## config.mk

```make
export PLATFORM = sky130hd
export DESIGN_NAME = grf_rate_filter_cfg
export DESIGN_NICKNAME = d
export VERILOG_FILES = /design/src/design/grf_pkg.sv /design/src/design/grf_rate_filter_cfg.sv
export VERILOG_INCLUDE_DIRS = /design/src /design/src/design
export SDC_FILE = /design/constraint.sdc
export NUM_CORES = 1
export LEC_CHECK = 0
export CAP_MARGIN = 20
export CORE_MARGIN = 2
export CORE_UTILIZATION = 30
export DETAILED_ROUTE_END_ITERATION = 8
export DONT_BUFFER_PORTS = 1
export SETUP_SLACK_MARGIN = 0.5
export SYNTH_ARGS = -nofsm -noshare
export SYNTH_HDL_FRONTEND = slang
export SYNTH_SLANG_ARGS = --single-unit
```

## constraint.sdc

```tcl
create_clock -name mclk_i -period 7.61 [get_ports mclk_i]
set_input_delay 0.761 -clock mclk_i [delete_from_list [all_inputs] [get_ports mclk_i]]
set_output_delay 0.761 -clock mclk_i [all_outputs]
set_load 0.02 [all_outputs]
```

## src/design/grf_params.svh

```systemverilog
//==========================================================================
// Purpose: Constants for the gyro rate, filter and sync configuration block
// Assumes: 100 MHz mclk_i, APB register access, one word per register
// Notes:   Offsets are register indexes; byte address is four times index
//
// Overview of operation
// - Z offset high register holds bits 15:8
// - Z offset low register holds bits 7:0
// - Add combined offset to raw Z sample
// - Output rate is 1 kHz over divisor+1
// - Output rate paces result updates and queue
// - Divisor used only in select 00, lowpass 1-6
// - Full queue: policy 1 drops, 0 overwrites
// - Sync target picks which result LSB carries sync
// - Sync latched, toggles once until strobe captures
// - Lowpass select applies only when bypass select 00
// - Gyro and temperature filters follow both selects
// - Gyro rate 32k, 8k or divided per selects
// - Temperature bandwidth 188..5 Hz for lowpass 1-6
//==========================================================================
`ifndef GRF_PARAMS_SVH
`define GRF_PARAMS_SVH

// Register indexes
`define GRF_IDX_ZOFS_HIGH 10'h017
`define GRF_IDX_ZOFS_LOW 10'h018
`define GRF_IDX_RATE_DIV 10'h019
`define GRF_IDX_CONFIG 10'h01a

// Reset values
`define GRF_RST_ZOFS 8'h00
`define GRF_RST_RATE_DIV 8'h00
`define GRF_RST_CONFIG 8'h80

// Config field positions
`define GRF_CFG_POLICY_BIT 6
`define GRF_CFG_TARGET_HI 5
`define GRF_CFG_TARGET_LO 3
`define GRF_CFG_LPS_HI 2
`define GRF_CFG_LPS_LO 0

// Sync target code that lands on the Z gyro result
`define GRF_TARGET_GYRO_Z 3'h4

// Timing, in nanoseconds
`define GRF_CLK_PERIOD_NS 10
`define GRF_BASE_PERIOD_NS 1000000
`define GRF_MID_PERIOD_NS 125000
`define GRF_FAST_PERIOD_NS 31250

`endif

```

## src/design/grf_pkg.sv

```systemverilog
//==========================================================================
// Purpose: Types for the gyro rate, filter and sync configuration block
// Assumes: Constants live in grf_params.svh
// Notes:   Rate mode picks the internal gyro sample rate
//==========================================================================
package grf_pkg;
  // Internal sample rate chosen by the filter selects
  typedef enum logic [1:0] {
    GRF_RATE_FAST,
    GRF_RATE_MID,
    GRF_RATE_DIV
  } grf_rate_e;
  // Gyro filter code: 0..7 lowpass, 8 wide 3600 Hz, 9 bypass 8800 Hz
  typedef logic [3:0] grf_filt_t;
endpackage : grf_pkg

```

## src/design/grf_rate_filter_cfg.sv

```systemverilog
//==========================================================================
// Purpose: APB register bank, sample pacing, Z offset and sync tagging
// Assumes: APB master keeps request stable until pready; inputs synchronous except the frame sync pin
// Notes:   Long rate counts are parameters so simulation can shorten them
//==========================================================================
//
// Chosen here: the APB interface to the registers.
`timescale 1ns/10ps
`include "grf_params.svh"

module grf_rate_filter_cfg #(
  parameter int BASE_CYCLES = `GRF_BASE_PERIOD_NS / `GRF_CLK_PERIOD_NS, // 1 kHz tick
  parameter int MID_CYCLES = `GRF_MID_PERIOD_NS / `GRF_CLK_PERIOD_NS,   // 8 kHz tick
  parameter int ADDR_W = 12                                           // APB address
)(
  input wire logic mclk_i,                    // System clock
  input wire logic reset_n_i,                 // Sync reset, active low
  input wire logic psel_i,                    // APB select
  input wire logic penable_i,                 // APB enable
  input wire logic pwrite_i,                  // APB direction
  input wire logic [ADDR_W-1:0] paddr_i,      // APB byte address
  input wire logic [31:0] pwdata_i,           // APB write data
  output logic pready_o,                      // APB ready
  output logic [31:0] prdata_o,               // APB read data
  output logic pslverr_o,                     // APB error, unmapped address
  input wire logic [1:0] filter_bypass_sel_i, // Bypass select from gyro config
  input wire logic [15:0] raw_gyro_z_i,       // Raw Z gyro sample
  input wire logic frame_sync_input_i,        // External frame sync pin
  input wire logic queue_full_i,              // Sample queue is full
  output logic sample_strobe_o,               // One pulse per output sample
  output logic [15:0] gyro_z_result_o,        // Offset corrected Z result
  output logic queue_write_o,                 // Push sample into queue
  output logic queue_overwrite_o,             // Push replaces oldest entry
  output logic [2:0] frame_sync_target_o,     // Which result LSB is tagged
  output logic frame_sync_tag_o,              // Captured sync level
  output grf_pkg::grf_rate_e rate_mode_o,     // Internal gyro rate mode
  output grf_pkg::grf_filt_t gyro_filter_o,   // Gyro filter code
  output logic [2:0] temp_filter_o            // Temp filter, 0 none
);
  import grf_pkg::*;

  localparam int FAST_CYCLES = `GRF_FAST_PERIOD_NS / `GRF_CLK_PERIOD_NS; // 32 kHz

  //========================================================================
  // Register bank and APB slave
  //========================================================================
  logic [7:0] zofs_high_q, zofs_high_d;   // Offset bits 15:8
  logic [7:0] zofs_low_q, zofs_low_d;     // Offset bits 7:0
  logic [7:0] rate_div_q, rate_div_d;     // Rate divisor
  logic [7:0] config_q, config_d;         // Filter and sync config
  logic pready_q, pready_d;               // Ready flop
  logic [31:0] prdata_q, prdata_d;        // Read data flop
  logic pslverr_q, pslverr_d;             // Error flop
  logic [9:0] idx_w;                      // Word index of access
  logic setup_w;                          // Setup phase seen
  logic wr_done_w;                        // Write completes this edge
  logic hit_w;                            // Address maps to a register
  logic [7:0] rd_w;                       // Selected read byte

  assign idx_w = paddr_i[11:2];
  assign setup_w = psel_i && !penable_i;
  assign wr_done_w = psel_i && penable_i && pready_q && pwrite_i;

  // Decode and next values of the bank
  always_comb
  begin
    zofs_high_d = zofs_high_q;
    zofs_low_d = zofs_low_q;
    rate_div_d = rate_div_q;
    config_d = config_q;
    hit_w = 1'b1;
    rd_w = 8'h00;
    case (idx_w)
      `GRF_IDX_ZOFS_HIGH: rd_w = zofs_high_q;
      `GRF_IDX_ZOFS_LOW: rd_w = zofs_low_q;
      `GRF_IDX_RATE_DIV: rd_w = rate_div_q;
      `GRF_IDX_CONFIG: rd_w = config_q;
      default: hit_w = 1'b0;
    endcase
    if (wr_done_w)
    begin
      case (idx_w)
        `GRF_IDX_ZOFS_HIGH: zofs_high_d = pwdata_i[7:0];
        `GRF_IDX_ZOFS_LOW: zofs_low_d = pwdata_i[7:0];
        `GRF_IDX_RATE_DIV: rate_div_d = pwdata_i[7:0];
        `GRF_IDX_CONFIG: config_d = pwdata_i[7:0];
        default: ;                                       // Unmapped write dropped
      endcase
    end
    // Answer one cycle after setup; data and error ready with it
    pready_d = setup_w;
    prdata_d = setup_w ? {24'h000000, rd_w} : prdata_q;
    pslverr_d = setup_w ? !hit_w : 1'b0;
  end

  // Bank flops
  always_ff @(posedge mclk_i)
  begin
    if (!reset_n_i)
    begin
      zofs_high_q <= `GRF_RST_ZOFS;
      zofs_low_q <= `GRF_RST_ZOFS;
      rate_div_q <= `GRF_RST_RATE_DIV;
      config_q <= `GRF_RST_CONFIG;
      pready_q <= 1'b0;
      prdata_q <= 32'h00000000;
      pslverr_q <= 1'b0;
    end
    else
    begin
      zofs_high_q <= zofs_high_d;
      zofs_low_q <= zofs_low_d;
      rate_div_q <= rate_div_d;
      config_q <= config_d;
      pready_q <= pready_d;
      prdata_q <= prdata_d;
      pslverr_q <= pslverr_d;
    end
  end

  assign pready_o = pready_q;
  assign prdata_o = prdata_q;
  assign pslverr_o = pslverr_q;

  //========================================================================
  // Filter selection and rate pacing
  //========================================================================
  logic [2:0] lps_w;                      // Lowpass select field
  logic policy_w;                         // Queue full policy
  grf_rate_e mode_w;                      // Rate mode from selects
  grf_filt_t gfilt_w;                     // Gyro filter code
  logic [2:0] tfilt_w;                    // Temp filter code
  logic [16:0] per_m1_w;                  // Tick period minus one
  logic [16:0] cnt_q, cnt_d;              // Tick counter
  logic [7:0] div_q, div_d;               // Divider counter
  logic tick_w;                           // Internal rate tick
  logic strobe_w;                         // Output sample strobe
  grf_rate_e mode_q;                      // Registered rate mode
  grf_filt_t gfilt_q;                     // Registered gyro filter
  logic [2:0] tfilt_q;                    // Registered temp filter

  assign lps_w = config_q[`GRF_CFG_LPS_HI:`GRF_CFG_LPS_LO];
  assign policy_w = config_q[`GRF_CFG_POLICY_BIT];

  // Mode, filter codes and pacing next state
  always_comb
  begin
    // Bypass selects override the lowpass field
    if (filter_bypass_sel_i[0])
    begin
      mode_w = GRF_RATE_FAST;
      gfilt_w = 4'h9;
    end
    else if (filter_bypass_sel_i[1])
    begin
      mode_w = GRF_RATE_FAST;
      gfilt_w = 4'h8;
    end
    else
    begin
      gfilt_w = {1'b0, lps_w};
      mode_w = (lps_w == 3'h0 || lps_w == 3'h7) ? GRF_RATE_MID : GRF_RATE_DIV;
    end
    // Temperature path has a filter only for lowpass 1..6
    tfilt_w = (filter_bypass_sel_i == 2'b00 && lps_w != 3'h7) ? lps_w : 3'h0;
    case (mode_w)
      GRF_RATE_FAST: per_m1_w = 17'(FAST_CYCLES - 1);
      GRF_RATE_MID: per_m1_w = 17'(MID_CYCLES - 1);
      default: per_m1_w = 17'(BASE_CYCLES - 1);
    endcase
    tick_w = (cnt_q >= per_m1_w);
    cnt_d = tick_w ? 17'h00000 : cnt_q + 17'h00001;
    div_d = div_q;
    strobe_w = tick_w;
    if (mode_w == GRF_RATE_DIV)
    begin
      // Strobe on every (divisor+1)-th 1 kHz tick
      strobe_w = tick_w && (div_q >= rate_div_q);
      if (tick_w)
        div_d = strobe_w ? 8'h00 : div_q + 8'h01;
    end
    else
      div_d = 8'h00;
  end

  // Pacing flops
  always_ff @(posedge mclk_i)
  begin
    if (!reset_n_i)
    begin
      cnt_q <= 17'h00000;
      div_q <= 8'h00;
      mode_q <= GRF_RATE_MID;
      gfilt_q <= 4'h0;
      tfilt_q <= 3'h0;
    end
    else
    begin
      cnt_q <= cnt_d;
      div_q <= div_d;
      mode_q <= mode_w;
      gfilt_q <= gfilt_w;
      tfilt_q <= tfilt_w;
    end
  end

  assign rate_mode_o = mode_q;
  assign gyro_filter_o = gfilt_q;
  assign temp_filter_o = tfilt_q;

  //========================================================================
  // Frame sync capture
  //========================================================================
  logic sync1_q, sync2_q, sync3_q;        // Synchroniser and edge history
  logic latch_q, latch_d;                 // Latched sync level
  logic pend_q, pend_d;                   // Toggle waiting for capture
  logic edge_w;                           // Input toggled

  assign edge_w = sync2_q ^ sync3_q;

  // Latch toggles once per capture window; a toggle in the capture cycle
  // stays pending, so it can not be toggled away before it is captured
  always_comb
  begin
    latch_d = latch_q;
    pend_d = pend_q;
    if (strobe_w)
      pend_d = 1'b0;
    if (edge_w && (!pend_q || strobe_w))
    begin
      latch_d = !latch_q;
      pend_d = 1'b1;                        // Set wins over the capture clear
    end
  end

  // Sync flops
  always_ff @(posedge mclk_i)
  begin
    if (!reset_n_i)
    begin
      sync1_q <= 1'b0;
      sync2_q <= 1'b0;
      sync3_q <= 1'b0;
      latch_q <= 1'b0;
      pend_q <= 1'b0;
    end
    else
    begin
      sync1_q <= frame_sync_input_i;
      sync2_q <= sync1_q;
      sync3_q <= sync2_q;
      latch_q <= latch_d;
      pend_q <= pend_d;
    end
  end

  //========================================================================
  // Result update and queue push
  //========================================================================
  logic [15:0] sum_w;                     // Raw plus user offset
  logic [2:0] target_w;                   // Sync target field
  logic [15:0] res_q, res_d;              // Result flop
  logic stb_q;                            // Strobe flop
  logic qw_q, qw_d;                       // Queue push flop
  logic qo_q, qo_d;                       // Queue overwrite flop
  logic tag_q, tag_d;                     // Captured sync flop
  logic [2:0] tgt_q;                      // Target flop

  assign sum_w = raw_gyro_z_i + {zofs_high_q, zofs_low_q};
  assign target_w = config_q[`GRF_CFG_TARGET_HI:`GRF_CFG_TARGET_LO];

  // Next result, tag and queue request
  always_comb
  begin
    res_d = res_q;
    tag_d = tag_q;
    qw_d = 1'b0;
    qo_d = 1'b0;
    if (strobe_w)
    begin
      res_d = sum_w;
      tag_d = latch_q;
      if (target_w == `GRF_TARGET_GYRO_Z)
        res_d[0] = latch_q;
      qw_d = !(policy_w && queue_full_i);
      qo_d = !policy_w && queue_full_i;
    end
  end

  // Result flops
  always_ff @(posedge mclk_i)
  begin
    if (!reset_n_i)
    begin
      res_q <= 16'h0000;
      stb_q <= 1'b0;
      qw_q <= 1'b0;
      qo_q <= 1'b0;
      tag_q <= 1'b0;
      tgt_q <= 3'h0;
    end
    else
    begin
      res_q <= res_d;
      stb_q <= strobe_w;
      qw_q <= qw_d;
      qo_q <= qo_d;
      tag_q <= tag_d;
      tgt_q <= target_w;
    end
  end

  assign sample_strobe_o = stb_q;
  assign gyro_z_result_o = res_q;
  assign queue_write_o = qw_q;
  assign queue_overwrite_o = qo_q;
  assign frame_sync_tag_o = tag_q;
  assign frame_sync_target_o = tgt_q;
endmodule : grf_rate_filter_cfg

```

[Word level (Yosys, flattened, before mapping)]
Index checks and enable logic that the tools add are counted.
Storage, ports and cells
  register bits: 104
  input port bits: 69
  output and inout port bits: 66
  logic and storage cells: 85
Cells by class
  $add $sub $neg: 3
  magnitude comparators: 2
  equal/unequal tests: 9
  multiplexer cells: 13
  bitwise logic cells: 2
  reduce and logical (&&, ||, !) cells: 32
Operators by type and width (number)
  equality test 10 x 5 -> 1 bit (second input constant): 4
  one-hot mux 17 bit (2 select lines): 1
  one-hot mux 8 bit (4 select lines): 1
  adder 17 x 1 -> 17 bit (second input constant): 1
  >= comparator 17 bit: 1
  adder 16 bit: 1
  AND reduction 2 bit: 8
  logical AND 1 bit: 9
  adder 8 x 1 -> 8 bit (second input constant): 1
  >= comparator 8 bit: 1
  2-to-1 mux 4 bit: 2
  2-to-1 mux 8 bit: 1
  equality test 3 bit (second input constant): 2
  logical NOT 1 bit: 6
  2-to-1 mux 2 bit: 3
  2-to-1 mux 1 bit: 5
  logical NOT 2 bit: 2
  OR reduction 4 bit: 1
  logical NOT 3 bit: 1
  != test 3 bit (second input constant): 1
  OR reduction 3 bit: 1
  equality test 2 x 1 -> 1 bit (second input constant): 1
  equality test 2 bit (second input constant): 1
  logical OR 1 bit: 2
  4 further kinds: 4

[Depth between registers and ports, before layout]
Gate-level depths: netlist of run 1.
  word-level depth: 13
  depth in mapped cells: 13
  depth with buffers taken out: 11

[Worst setup path after synthesis of run 1]
OpenSTA, ideal clock, no wires.
  kind: input to register
  start: in filter_bypass_sel_i[0]
  end: reg res_q[4] (netlist: gyro_z_result_o[4])
  setup time: 70 ps
  arrival: 3116 ps
  data required time: 7540 ps
  path slack: 4423 ps
  cell stages on the path: 10
  buffers on the path: 1
  path through: nor2_1 > nand2_1 > ha_1 > nand4b_4 > nor4_2 > a221oi_1 > and2_4 > buf_6 > or4_1 > a21oi_1
On the way
  cells in the longest elaborated chain, start to end: 6
  elaborated cells on any way between the ends: 8
  classes of those cells: order compare: 1; eq/ne: 2; mux: 3; reduce/logical: 2
Ends and longest elaborated chain
  start, declared: RTL line grf_rate_filter_cfg.sv:26  | input wire logic [1:0] filter_bypass_sel_i,
  2-to-1 mux 2 bit (*): RTL line grf_rate_filter_cfg.sv:149  | if (filter_bypass_sel_i[0])
  equality test 2 x 1 -> 1 bit / logical NOT 2 bit (equally long branches): RTL line grf_rate_filter_cfg.sv:166  | case (mode_w)
  one-hot mux 17 bit (2 select lines): RTL line grf_rate_filter_cfg.sv:166
  >= comparator 17 bit: RTL line grf_rate_filter_cfg.sv:171  | tick_w = (cnt_q >= per_m1_w);
  logical AND 1 bit: RTL line grf_rate_filter_cfg.sv:178  | strobe_w = tick_w && (div_q >= rate_div_q);
  2-to-1 mux 1 bit (*): RTL line grf_rate_filter_cfg.sv:175  | if (mode_w == GRF_RATE_DIV)
  end signal, assigned: RTL line grf_rate_filter_cfg.sv:304  | res_q <= res_d;
  end, declared: RTL line grf_rate_filter_cfg.sv:262  | logic [15:0] res_q, res_d;
Mark *: on every way between the ends. The rest lies on a longest branch, timed or not.
A chain may end at the register's enable or synchronous reset.

[Final worst setup path of run 1]
  start: in filter_bypass_sel_i[0]
  end: reg res_q[13] (netlist: gyro_z_result_o[13])
The elaborated chain is that of the path after synthesis.

==> metrics.md, run 1 <==
| Metric | Value |
|---|---|
| Post-synth EDFFs | 0 |
| Fillers | 1863 |
| DRT antenna net count | 0 |
| YS warnings | 0 |
| Syn Std Cell Area | 5555 µm² |
| CP startpoint kind | input pin |
| First-pass GRT wire length | 22.73 mm |
| Cts repair resizes | 0 |
| CTS Sinks | 104 |
| Die area | 19620 µm² |
| Post-CTS setup buffers | 0 |
| Chip width | 140.1 µm |
| Cell count after placement | 858 |
| Cell Count, Final, Fillers Out | 874 |
| CTS tree | built |
| Crit path max fanout | 13 |
| CP required | 7820 ps |
| Worst hold slack | 449.2 ps |
| Final period utilization | 48.28% |
| Root buf cell | clkbuf_16 |
| RSZ-0062 raised after global routing | false |
| CP Class | in -> reg |
| Synth async-reset ratio | 0% |
| N_diodes | 0 |
| Via/cell ratio | 5.154 |
| Post-Route Utilization | 33.05% |
| Multi-input gate area | 3171 µm² |
| Tightest Pin Transition | 819.5 ps |
| WP buf/inv | 1 |
| Clk Latency, worst-skew pair | 350 ps |
| Slew Limit Fails | 0 |
| Final WL | 14.43 mm |
| H-tree depth | 3 |
| Grt total ovfl | 0 |
| Max-slew headroom | 45.13% |
| Slowest Stage Delay on Critical Path | 530 ps |
| Share of cells above drive strength 1 | 3.876% |
| Fraction of power spent switching nets | 22.36% |
| Nets | 749 |
| Outcome | complete, but fails checks |
| Failing checks | DRC |
| I/O pins | 135 |
| Crit path time final | 3674 ps |
| Most common cell after layout, fill and taps aside | dfxtp_1 |
| CP cell instances | nor2_1, nand2_1, inv_1, ha_1, a211oi_1, o21ai_0, a221oi_1, nand2_1, nand3_1, o22ai_1 |
| Max Cap Violations | 0 |
| Critical Path End Type | flip-flop |
| Power Total | 1.112 mW |
| Register bit total from synthesis | 104 |
| Initial core utilization | 30.72% |
| Leakage power figure | 2.255 nW |
| Initial DRC count | 313 |
| Initial antenna violation count | 0 |
| R2r setup slk | 4100 ps |
| Final-report hold violation count | 0 |
| VDD IR-drop max | 0.1201 mV |
| Cts bufs inserted | 9 |
| Maximum number of pins on one net before global-route repair | 52 |
| Psw | 248.6 µW |
| Detailed Routing Iterations Pass 1 | 8 |
| Cell family with most CP delay | simple AND/OR/NAND/NOR gates |
| Slowest CP cell | nor2_1 |
| Combinational share of power | 4.8% |
| Synth unique cells | 59 |
| Clock share of power | 45.3% |
| Crit path DAT | 3880 ps |
| Skew final | 9.734 ps |
| Clock slew at reported path FFs | 70 ps |
| Area growth syn-to-layout | 7.613% |
| Die H | 140.1 µm |
| Placeable Area | 18090 µm² |
| Clk buf depth | 2 |
| Num rows | 49 |
| CP dominant cell by count | nand2_1 |
| Avg Cell Area, Syn | 8.520 µm² |
| DR WL/cell | 16.51 µm |
| DRC Markers | 1 |
| Mapped Cells | 652 |
| HPWL Detailed | 10.83 mm |
| Reg area | 2082 µm² |
| CTS Hold Bufs | 0 |
| Flop pwr share | 49.8% |
| Worst Hold Class | reg -> reg |
| Most frequent cells in the layout | dfxtp_1, nor2_1, nand2_1 |
| Port bufs | 0 |
| Setup-failing EPs final | 0 |
| Routability Congestion | 0.8141 |
| Total GRT Usage | 14.80% |
| Sum Neg Setup Slack | 0 ps |
| Register area share after synthesis | 37.48% |
| Vias in the first global route | 4150 |
| Fmax achieved | 0.2722 GHz |
| Main synth FF type | dfxtp_1 |
| P per Cell Area | 186.0 nW/µm² |
| Cell-internal power | 863.4 µW |
| Via count | 4505 |
[layout make-up]
type	count	share of cell area [%]
Inverter	25	1.570
Sequential cell	104	34.83
Clock buffer	12	4.123
Clock inverter	4	1.277
Timing Repair Buffer	3	0.3767
Multi-Input combinational cell	497	53.03
Tap cell	229	4.793
[routing by layer]
layer / GRT usage [%] / wire [µm] / vias to the layer above
met2: 23.20 / 6612 / 120
met1: 19.32 / 6410 / 2096
met3: 4.581 / 1070 / 15
li1: - / - / 2274
met4: 5.210 / 333 / 0
met5: 0 / 0 / -
[per-stage QoR]
step	area, µm²	setup slack (ps)
6_report	5978	3936
5_1_grt	5978	3569
4_1_cts	5978	3891
3_5_place_dp	5655	3525
3_3_place_gp	5655	3528
2_1_floorplan	5642	4423
[worst register-to-register path, cell delays in order (launching register included)]
cell and delay [ps]:
dfxtp_1 520, a21bo_2 290, o21a_1 120, nand2_1 170, inv_1 90, ha_1 300, a211oi_1 190, o21ai_0 130
a221oi_1 500, nand2_1 460, nand3_1 450, o22ai_1 150
[final timing paths]
| kind | endpoint | from | cells after the start |
|---|---|---|---|
| setup / recovery | gyro_z_result_o[13] | filter_bypass_sel_i[0] | 10 |
| hold / removal | sync2_q | sync1_q | 1 |
| setup reg to reg | gyro_z_result_o[13] | config_q[0] | 11 |
| hold reg to reg | sync2_q | sync1_q | 1 |
[cells by family after synthesis]
kind of cell,count (synthesis),share of synthesized area (%)
compound gates,151,17.21
xor+xnor,23,3.626
fa+ha+maj,40,9.144
buf+inv,74,7.004
flops,104,37.48
mux,16,2.883
other cells,1,0.06750
simple gates,243,22.59
[state kept, by name, indices dropped and copies added, names as in the netlist, 2 cells and up]
name,count
cnt_q,17
config_q,8
div_q,8
frame_sync_target_o,3
gyro_filter_o,4
gyro_z_result_o,16
prdata_o,8
rate_div_q,8
rate_mode_o,2
temp_filter_o,3
zofs_high_q,8
zofs_low_q,8
[cell usage after synthesis (6+ instances only)]
cell type / number / area [µm²]
a211oi_1: 7 / 52.55
a21o_1: 6 / 45.04
a21oi_1: 59 / 295.3
a222oi_1: 8 / 80.08
a22o_1: 8 / 70.07
and2_1: 11 / 68.82
and3_1: 10 / 62.56
buf_4: 26 / 195.2
clkbuf_1: 15 / 56.30
dfxtp_1: 104 / 2082
ha_1: 39 / 488.0
inv_1: 25 / 93.84
mux2i_1: 16 / 160.2
nand2_1: 61 / 229.0
nand3_1: 44 / 220.2
nand4_1: 8 / 50.05
nor2_1: 63 / 236.5
nor3_1: 7 / 35.03
o21ai_0: 29 / 145.1
or3_1: 6 / 37.54
xnor2_1: 14 / 122.6
xor2_1: 9 / 78.83
[power by group through the flow]
stage / logic, mW / registers (mW) / clock network [mW]
5_1_grt: 0.0606 / 0.554 / 0.540
6_report: 0.0539 / 0.554 / 0.504
3_3_place_gp: 0.0531 / 0.566 / 0
2_1_floorplan: 0.0554 / 0.565 / 0
3_5_place_dp: 0.0536 / 0.566 / 0
4_1_cts: 0.0539 / 0.554 / 0.516
No activity file was read; power rests on OpenSTA's default activity.
==> run 2: changes to the inputs <==
ABC_AREA = 1   (was unset)
clock period = 3.03 ns   (was 7.61 ns; I/O delays follow)
==> metrics.md, run 2 <==
| Metric | Value |
|---|---|
| Flop pwr share | 48.5% (-1.3 points) |
| Tightest Pin Transition | 707.7 ps (-111.8 ps) |
| Power Total | 2.863 mW (+160%) |
| Crit path DAT | 2630 ps (-1250 ps) |
| Worst Hold Class | in -> reg |
| Final WL | 14.37 mm (-0.37%) |
| Combinational share of power | 4.8% (about the same) |
| Cell count after placement | 979 (+14%) |
| VDD IR-drop max | 0.2323 mV (+93%) |
| I/O pins | 135 (unchanged) |
| Clock share of power | 46.6% (+1.3 points) |
| Via count | 4742 (+5.3%) |
| Psw | 640.4 µW (+160%) |
| Fmax achieved | 0.4203 GHz |
| Total GRT Usage | 14.12% (-0.68 points) |
| Slowest Stage Delay on Critical Path | 330 ps (-200 ps) |
| RSZ-0062 raised after global routing | true |
| Detailed Routing Iterations Pass 1 | 5 (-3) |
| Slew Limit Fails | 0 (unchanged) |
| Clock slew at reported path FFs | 70 ps (about the same) |
| Crit path to | gyro_z_result_o[4] |
| Initial core utilization | 30.88% (+0.17 points) |
| CP cell instances | inv_2, nand3_1, nand2_2, inv_1, nor2_2, inv_2, ha_1, inv_1, nor2_1, nand2_1, nor2_2, o211ai_1, nand3_4, nand2_8, clkbuf_16, o21ai_0, nor2_1 |
| Final-report hold violation count | 0 (unchanged) |
| Fin worst setup slack | 650.9 ps (-3285 ps) |
| H-tree depth | 3 (unchanged) |
| Setup-failing EPs final | 0 (unchanged) |
| CP startpoint kind | flip-flop |
| Vias in the first global route | 4316 (+4.0%) |
| Cts bufs inserted | 9 (unchanged) |
| WP buf/inv | 5 (+4) |
| Nets | 886 (+18%) |
| Mapped Cells | 764 (+17%) |
| Top cell type's share of synthesized area | 37.15% (-0.33 points) |
| DR WL/cell | 14.23 µm (-14%) |
| Fillers | 1927 (+3.4%) |
| Final period utilization | 78.52% |
| Clk Latency, worst-skew pair | 360 ps (about the same) |
| Synth async-reset ratio | 0% (unchanged) |
| Initial DRC count | 233 (-26%) |
| Largest cells by area after synthesis | dfxtp_1, ha_1, nand2_1 |
| Most frequent cells in the layout | nand2_1, dfxtp_1, nor2_1 |
| Via/cell ratio | 4.695 (-8.9%) |
| Crit path from | config_q[0] |
| Share of cells above drive strength 1 | 8.707% (+4.8 points) |
| Register bit total from synthesis | 104 (unchanged) |
| Initial antenna violation count | 0 (unchanged) |
| Outcome | finished clean |
| Most common cell after layout, fill and taps aside | nand2_1 |
| Port bufs | 0 (unchanged) |
| Fraction of power spent switching nets | 22.37% (about the same) |
| Path depth of the worst reg2reg path | 17 (+6) |
| First-pass GRT wire length | 22.16 mm (-2.5%) |
| Dpl ws | 414.8 ps (-3110 ps) |
| Die area | 19790 µm² (+0.85%) |
| CP Class | reg -> reg |
| Critical Path End Type | flip-flop |
| Worst reg2reg path endpoint | gyro_z_result_o[4] |
| Leakage power figure | 2.687 nW (+19%) |
| Stages on worst setup path | 17 (+7) |
| Post-synth top area cell | dfxtp_1 |
| DRC Markers | 0 (-1) |
| Slowest CP cell | dfxtp_1 |
| Max reg flops | 17 (unchanged) |
| Placeable Area | 18150 µm² (+0.34%) |
| Cell family with most CP delay | simple AND/OR/NAND/NOR gates |
| Area growth syn-to-layout | 12.19% |
| Cell-internal power | 2.222 mW (+160%) |
| Crit path max fanout | 8 (-5) |
| Syn Std Cell Area | 5604 µm² (+0.88%) |
| Crit path time final | 2379 ps |
| Reg2Reg Launch Point | config_q[0] |
| Routability Congestion | 0.8503 (+4.4%) |
| Main synth FF type | dfxtp_1 |
| CP required | 3280 ps (-4540 ps) |
| Avg Cell Area, Syn | 7.335 µm² (-14%) |
| Max-slew headroom | 52.68% (+7.5 points) |
| Grt total ovfl | 0 (unchanged) |
| R2r setup slk | 650 ps (-3450 ps) |
| Maximum number of pins on one net before global-route repair | 51 (-1.9%) |
| N_diodes | 0 (unchanged) |
| Post-synth EDFFs | 0 (unchanged) |
| Synth unique cells | 41 (-31%) |
| Skew final | 6.769 ps (-2.965 ps) |
| YS warnings | 0 (unchanged) |
| Max Cap Violations | 0 (unchanged) |
| Chip width | 140.7 µm (+0.42%) |
| DRT antenna net count | 0 (unchanged) |
| Count leader, synth | nand2_1 |
| CTS Sinks | 104 (unchanged) |
| Top cells by count, synth | nand2_1, dfxtp_1, nor2_1, inv_1, a21oi_1 |
| Die H | 140.7 µm (+0.42%) |
| Root buf cell | clkbuf_16 |
| Clk buf depth | 2 (unchanged) |
| Register area share after synthesis | 37.15% (-0.33 points) |
| Num rows | 49 (unchanged) |
| HPWL Detailed | 10.60 mm (-2.1%) |
| Cell Count, Final, Fillers Out | 1010 (+16%) |
| Sum Neg Setup Slack | 0 ps (unchanged) |
| P per Cell Area | 455.3 nW/µm² (+140%) |
| Reg with most FFs | cnt_q |
| CTS tree | built |
==> run 2: cell count changes after synthesis, moves of 13 or more <==
cell and delta:
nor2_1 +36, inv_1 +67, o21ai_0 +14, nand3_1 -13, nand2_1 +57, mux2i_1 -16
==> run 2: final cells by class <==
class                   instances  area, µm²  area share (%)
multi-input cells             539       2995           47.64
inverters                     105      404.1           6.428
clock buffers                  10      229.0           3.642
well taps                     229      286.5           4.557
clock inverters                 5      106.4           1.692
flip-flops and latches        104       2083           33.13
repair buffers                 18      182.7           2.905
==> run 2: repair_timing <==
item / in CTS / in global routing
pin swaps: 0 / 5
gates resized for setup: 1 / 18
setup buffers: 0 / 14
hold buffers: 0 / 0
gates cloned: 0 / 2
endpoints found under the hold margin: 0 / 0
endpoints found under the setup margin: 11 / 44
==> run 2: how the worst min path moves through the flow <==
stage               cells past startpoint    startpoint       endpoint  slack (ps)
floorplan                               2       sync1_q        sync2_q         390
global placement                        2       sync1_q        sync2_q         390
detailed placement                      2       sync1_q        sync2_q         400
global route                            1  queue_full_i  queue_write_o          30
finish                                  1  queue_full_i  queue_write_o          30
CTS                                     1  queue_full_i  queue_write_o          30
==> run 2: cell families after synthesis <==
family | after synthesis | synth area share, %
flops | 104 | 37.15
buf+inv | 144 | 11.72
compound gates | 155 | 15.07
fa+ha+maj | 40 | 9.065
other cells | 1 | 0.06691
mux | 1 | 0.2009
xor+xnor | 26 | 4.063
simple gates | 293 | 22.66
==> run 2: routing by layer <==
layer  up-vias  share of wire, %  GRT usage [%]
li1       2480                 -              -
met1      2142                45          17.64
met5         -                 0              0
met4         0               1.3          3.579
met2       106                47          23.49
met3        14               6.3          4.721
==> run 2: metrics by stage <==
stage / hold WS [ps] / utilization (%) / area [µm²]
final: 34.69 / 34.65 / 6287
after global routing: 26.32 / 34.65 / 6287
after CTS: 27.44 / 33.45 / 6071
after detailed placement: 398.8 / 31.58 / 5732
after global placement: 393.0 / 31.58 / 5732
after floorplan: 390.5 / - / 5690
==> run 2: power groups by stage <==
| stage | Sequential (mW) | Combinational [mW] | Clock [mW] |
|---|---|---|---|
| final | 1.39 | 0.139 | 1.34 |
| after global placement | 1.42 | 0.135 | 0 |
| after floorplan | 1.42 | 0.146 | 0 |
| after detailed placement | 1.42 | 0.137 | 0 |
| after CTS | 1.39 | 0.137 | 1.36 |
| after global routing | 1.39 | 0.159 | 1.42 |
==> run 3: changes to the inputs <==
clock period = 2.09 ns   (was 3.03 ns; I/O delays follow)
==> metrics.md, run 3 (synthesis gave the netlist of run 2 again) <==
| Metric | Value |
|---|---|
| Outcome | complete, but fails checks |
| Failing checks | hold timing, setup timing |
| Cell-internal power | 2.933 mW (+32%) |
| Placeable Area | 18150 µm² (unchanged) |
| Cts bufs inserted | 9 (unchanged) |
| Met2 WL | 7.139 mm (+5.5%) |
| Psw | 1.064 mW (+66%) |
| Worst Hold Class | in -> reg |
| Grt total ovfl | 0 (unchanged) |
| Die H | 140.7 µm (unchanged) |
| Area growth syn-to-layout | 21.92% |
| Crit path time final | 2346 ps (-33.54 ps) |
| Multi-input gate area | 3289 µm² (+9.8%) |
| DR WL/cell | 14.73 µm (+3.5%) |
| Final-report hold violation count | 7 (+7) |
| Hold Path Stages | 2 (+1) |
| Vias in the first global route | 4641 (+7.5%) |
| Most frequent cells in the layout | nand2_1, dfxtp_1, inv_1 |
| Placed inst area | 6007 µm² (+4.8%) |
| H-tree depth | 3 (unchanged) |
| Detailed Routing Iterations Pass 1 | 4 (-1) |
| Sum Neg Setup Slack | -9005 ps (-9005 ps) |
| Crit path max fanout | 4 (-4) |
| Via count | 4924 (+3.8%) |
| CP Class | reg -> reg |
| Initial core utilization | 30.88% (unchanged) |
| Total GRT Usage | 15.20% (+1.1 points) |
| Reg with most FFs | cnt_q |
| Crit path DAT | 2580 ps (-50 ps) |
| CTS Hold Bufs | 5 (+5) |
| Slew Limit Fails | 0 (unchanged) |
| Top Layer Used | met4 |
| DRC Markers | 0 (unchanged) |
| Clk Latency, worst-skew pair | 360 ps (about the same) |
| CP startpoint kind | flip-flop |
| Final period utilization | 112.2% (+34 points) |
| Skew final | 8.625 ps (+1.855 ps) |
| VDD IR-drop max | 0.3129 mV (+35%) |
| Fin worst setup slack | -255.5 ps (-906.5 ps) |
| Fraction of power spent switching nets | 26.62% (+4.3 points) |
| Flop pwr share | 50.4% (+1.9 points) |
| Path depth of the worst reg2reg path | 17 (unchanged) |
| DRT antenna net count | 0 (unchanged) |
| Nets | 911 (+2.8%) |
| HPWL Detailed | 10.87 mm (+2.5%) |
| Clk buf depth | 2 (unchanged) |
| CTS tree | built |
| Combinational share of power | 6.8% (+2.0 points) |
| Leakage power figure | 2.866 nW (+6.7%) |
| Num rows | 49 (unchanged) |
| Power Total | 3.997 mW (+40%) |
| Chip width | 140.7 µm (unchanged) |
| Via/cell ratio | 4.753 (+1.2%) |
| First-pass GRT wire length | 23.72 mm (+7.1%) |
| P per Cell Area | 585.0 nW/µm² (+28%) |
| RSZ-0062 raised after global routing | true |
| Root buf cell | clkbuf_16 |
| CTS Sinks | 104 (unchanged) |
| Max-slew headroom | 67.05% (+14 points) |
| N_diodes | 0 (unchanged) |
| Clock share of power | 42.9% (-3.7 points) |
| Fillers | 1893 (-1.8%) |
| Fmax achieved | 0.4263 GHz (+1.4%) |
| Die area | 19790 µm² (unchanged) |
| Final WL | 15.26 mm (+6.2%) |
| Initial antenna violation count | 0 (unchanged) |
| Setup-failing EPs final | 47 (+47) |
| Tightest Pin Transition | 490.5 ps (-217.2 ps) |
| Routability Congestion | 0.8488 (-0.18%) |
| Fin area | 6833 µm² (+8.7%) |
| CP required | 2320 ps (-960 ps) |
| M1 WL | 6.767 mm (+4.1%) |
| Max Cap Violations | 0 (unchanged) |
| Share of cells above drive strength 1 | 18.46% (+9.8 points) |
| Met3 wire length | 989 µm (+8.6%) |
| I/O pins | 135 (unchanged) |
| Most common cell after layout, fill and taps aside | nand2_1 |
| Critical Path End Type | flip-flop |
| Worst hold slack | -31.86 ps (-66.54 ps) |
| Port bufs | 0 (unchanged) |
| Maximum number of pins on one net before global-route repair | 37 (-27%) |
| Reg area | 2086 µm² (+0.12%) |
| Max reg flops | 17 (unchanged) |
| Clock slew at reported path FFs | 80 ps (about the same) |
| Initial DRC count | 237 (+1.7%) |
## run 3: cell count changes in the layout (fill, tap and decap cells not counted), moves of 5 or more
cell     previous run  this run
a21oi_1            65        54
nand2_2             3        12
a21oi_2             2        13
buf_4              15        24
o21ai_2             1        10
nor2_4              1         6
nand2_1           116       105
nor2_2              5        14
nor2_1             97        83
o21ai_0            43        37
## run 3: cell type report
type | count | share of cell area [%]
Clock buffer | 9 | 3.296
Clock inverter | 7 | 1.025
Inverter | 105 | 6.171
Multi-Input combinational cell | 541 | 48.14
Sequential cell | 104 | 30.53
Tap cell | 229 | 4.193
Timing Repair Buffer | 40 | 6.519
Timing Repair inverter | 1 | 0.1282
## run 3: power groups by stage
stage | Clock, mW | Combinational [mW] | Sequential [mW]
2_1_floorplan | 0 | 0.217 | 2.06
3_3_place_gp | 0 | 0.212 | 2.06
3_5_place_dp | 0 | 0.214 | 2.06
4_1_cts | 1.77 | 0.251 | 2.01
5_1_grt | 1.87 | 0.301 | 2.02
6_report | 1.71 | 0.271 | 2.01
## run 3: path summary, 6_finish.rpt
path / start / endpoint / slack, ps
hold reg to reg: sync1_q / sync2_q / 420
setup / recovery: config_q[0] / pend_q / -260
hold / removal: reset_n_i / gyro_z_result_o[6] / -30
setup reg to reg: config_q[0] / pend_q / -260
## run 3: per-stage QoR
step,utilization [%],instances,hold WS [ps],worst slack (ps)
after floorplan,-,787,303.9,-25.09
after global placement,33.10,1002,286.1,-170.9
after detailed placement,33.10,1002,293.0,-200.3
after CTS,36.16,1033,-11.84,-145.9
after global routing,37.65,1036,-42.93,-372.7
final,37.65,1036,-31.86,-255.5
## run 3: repair_timing
action / CTS / global route
endpoints found under the setup margin: 52 / 47
gates resized for setup: 28 / 59
buffers inserted: 6 / 1
gates cloned: 4 / 2
pin swaps: 11 / 22
endpoints found under the hold margin: 41 / 12
## run 3: worst max-delay path: stages (launching register included)
cell	delay [ps]
dfxtp_2	330
inv_2	60
nand3_2	70
nand2_2	100
inv_2	50
nor2_4	160
inv_4	80
ha_4	260
inv_2	30
nor2_2	110
nand2_2	100
nor2_4	130
o211ai_1	130
nand3_4	140
nand2_8	110
clkbuf_16	190
a21oi_2	120
nor2_1	40
## run 3: layer usage
metal,vias up,GRT usage (%)
met5,-,0
met3,22,4.212
met4,0,5.737
li1,2541,-
met1,2230,19.24
met2,131,24.70
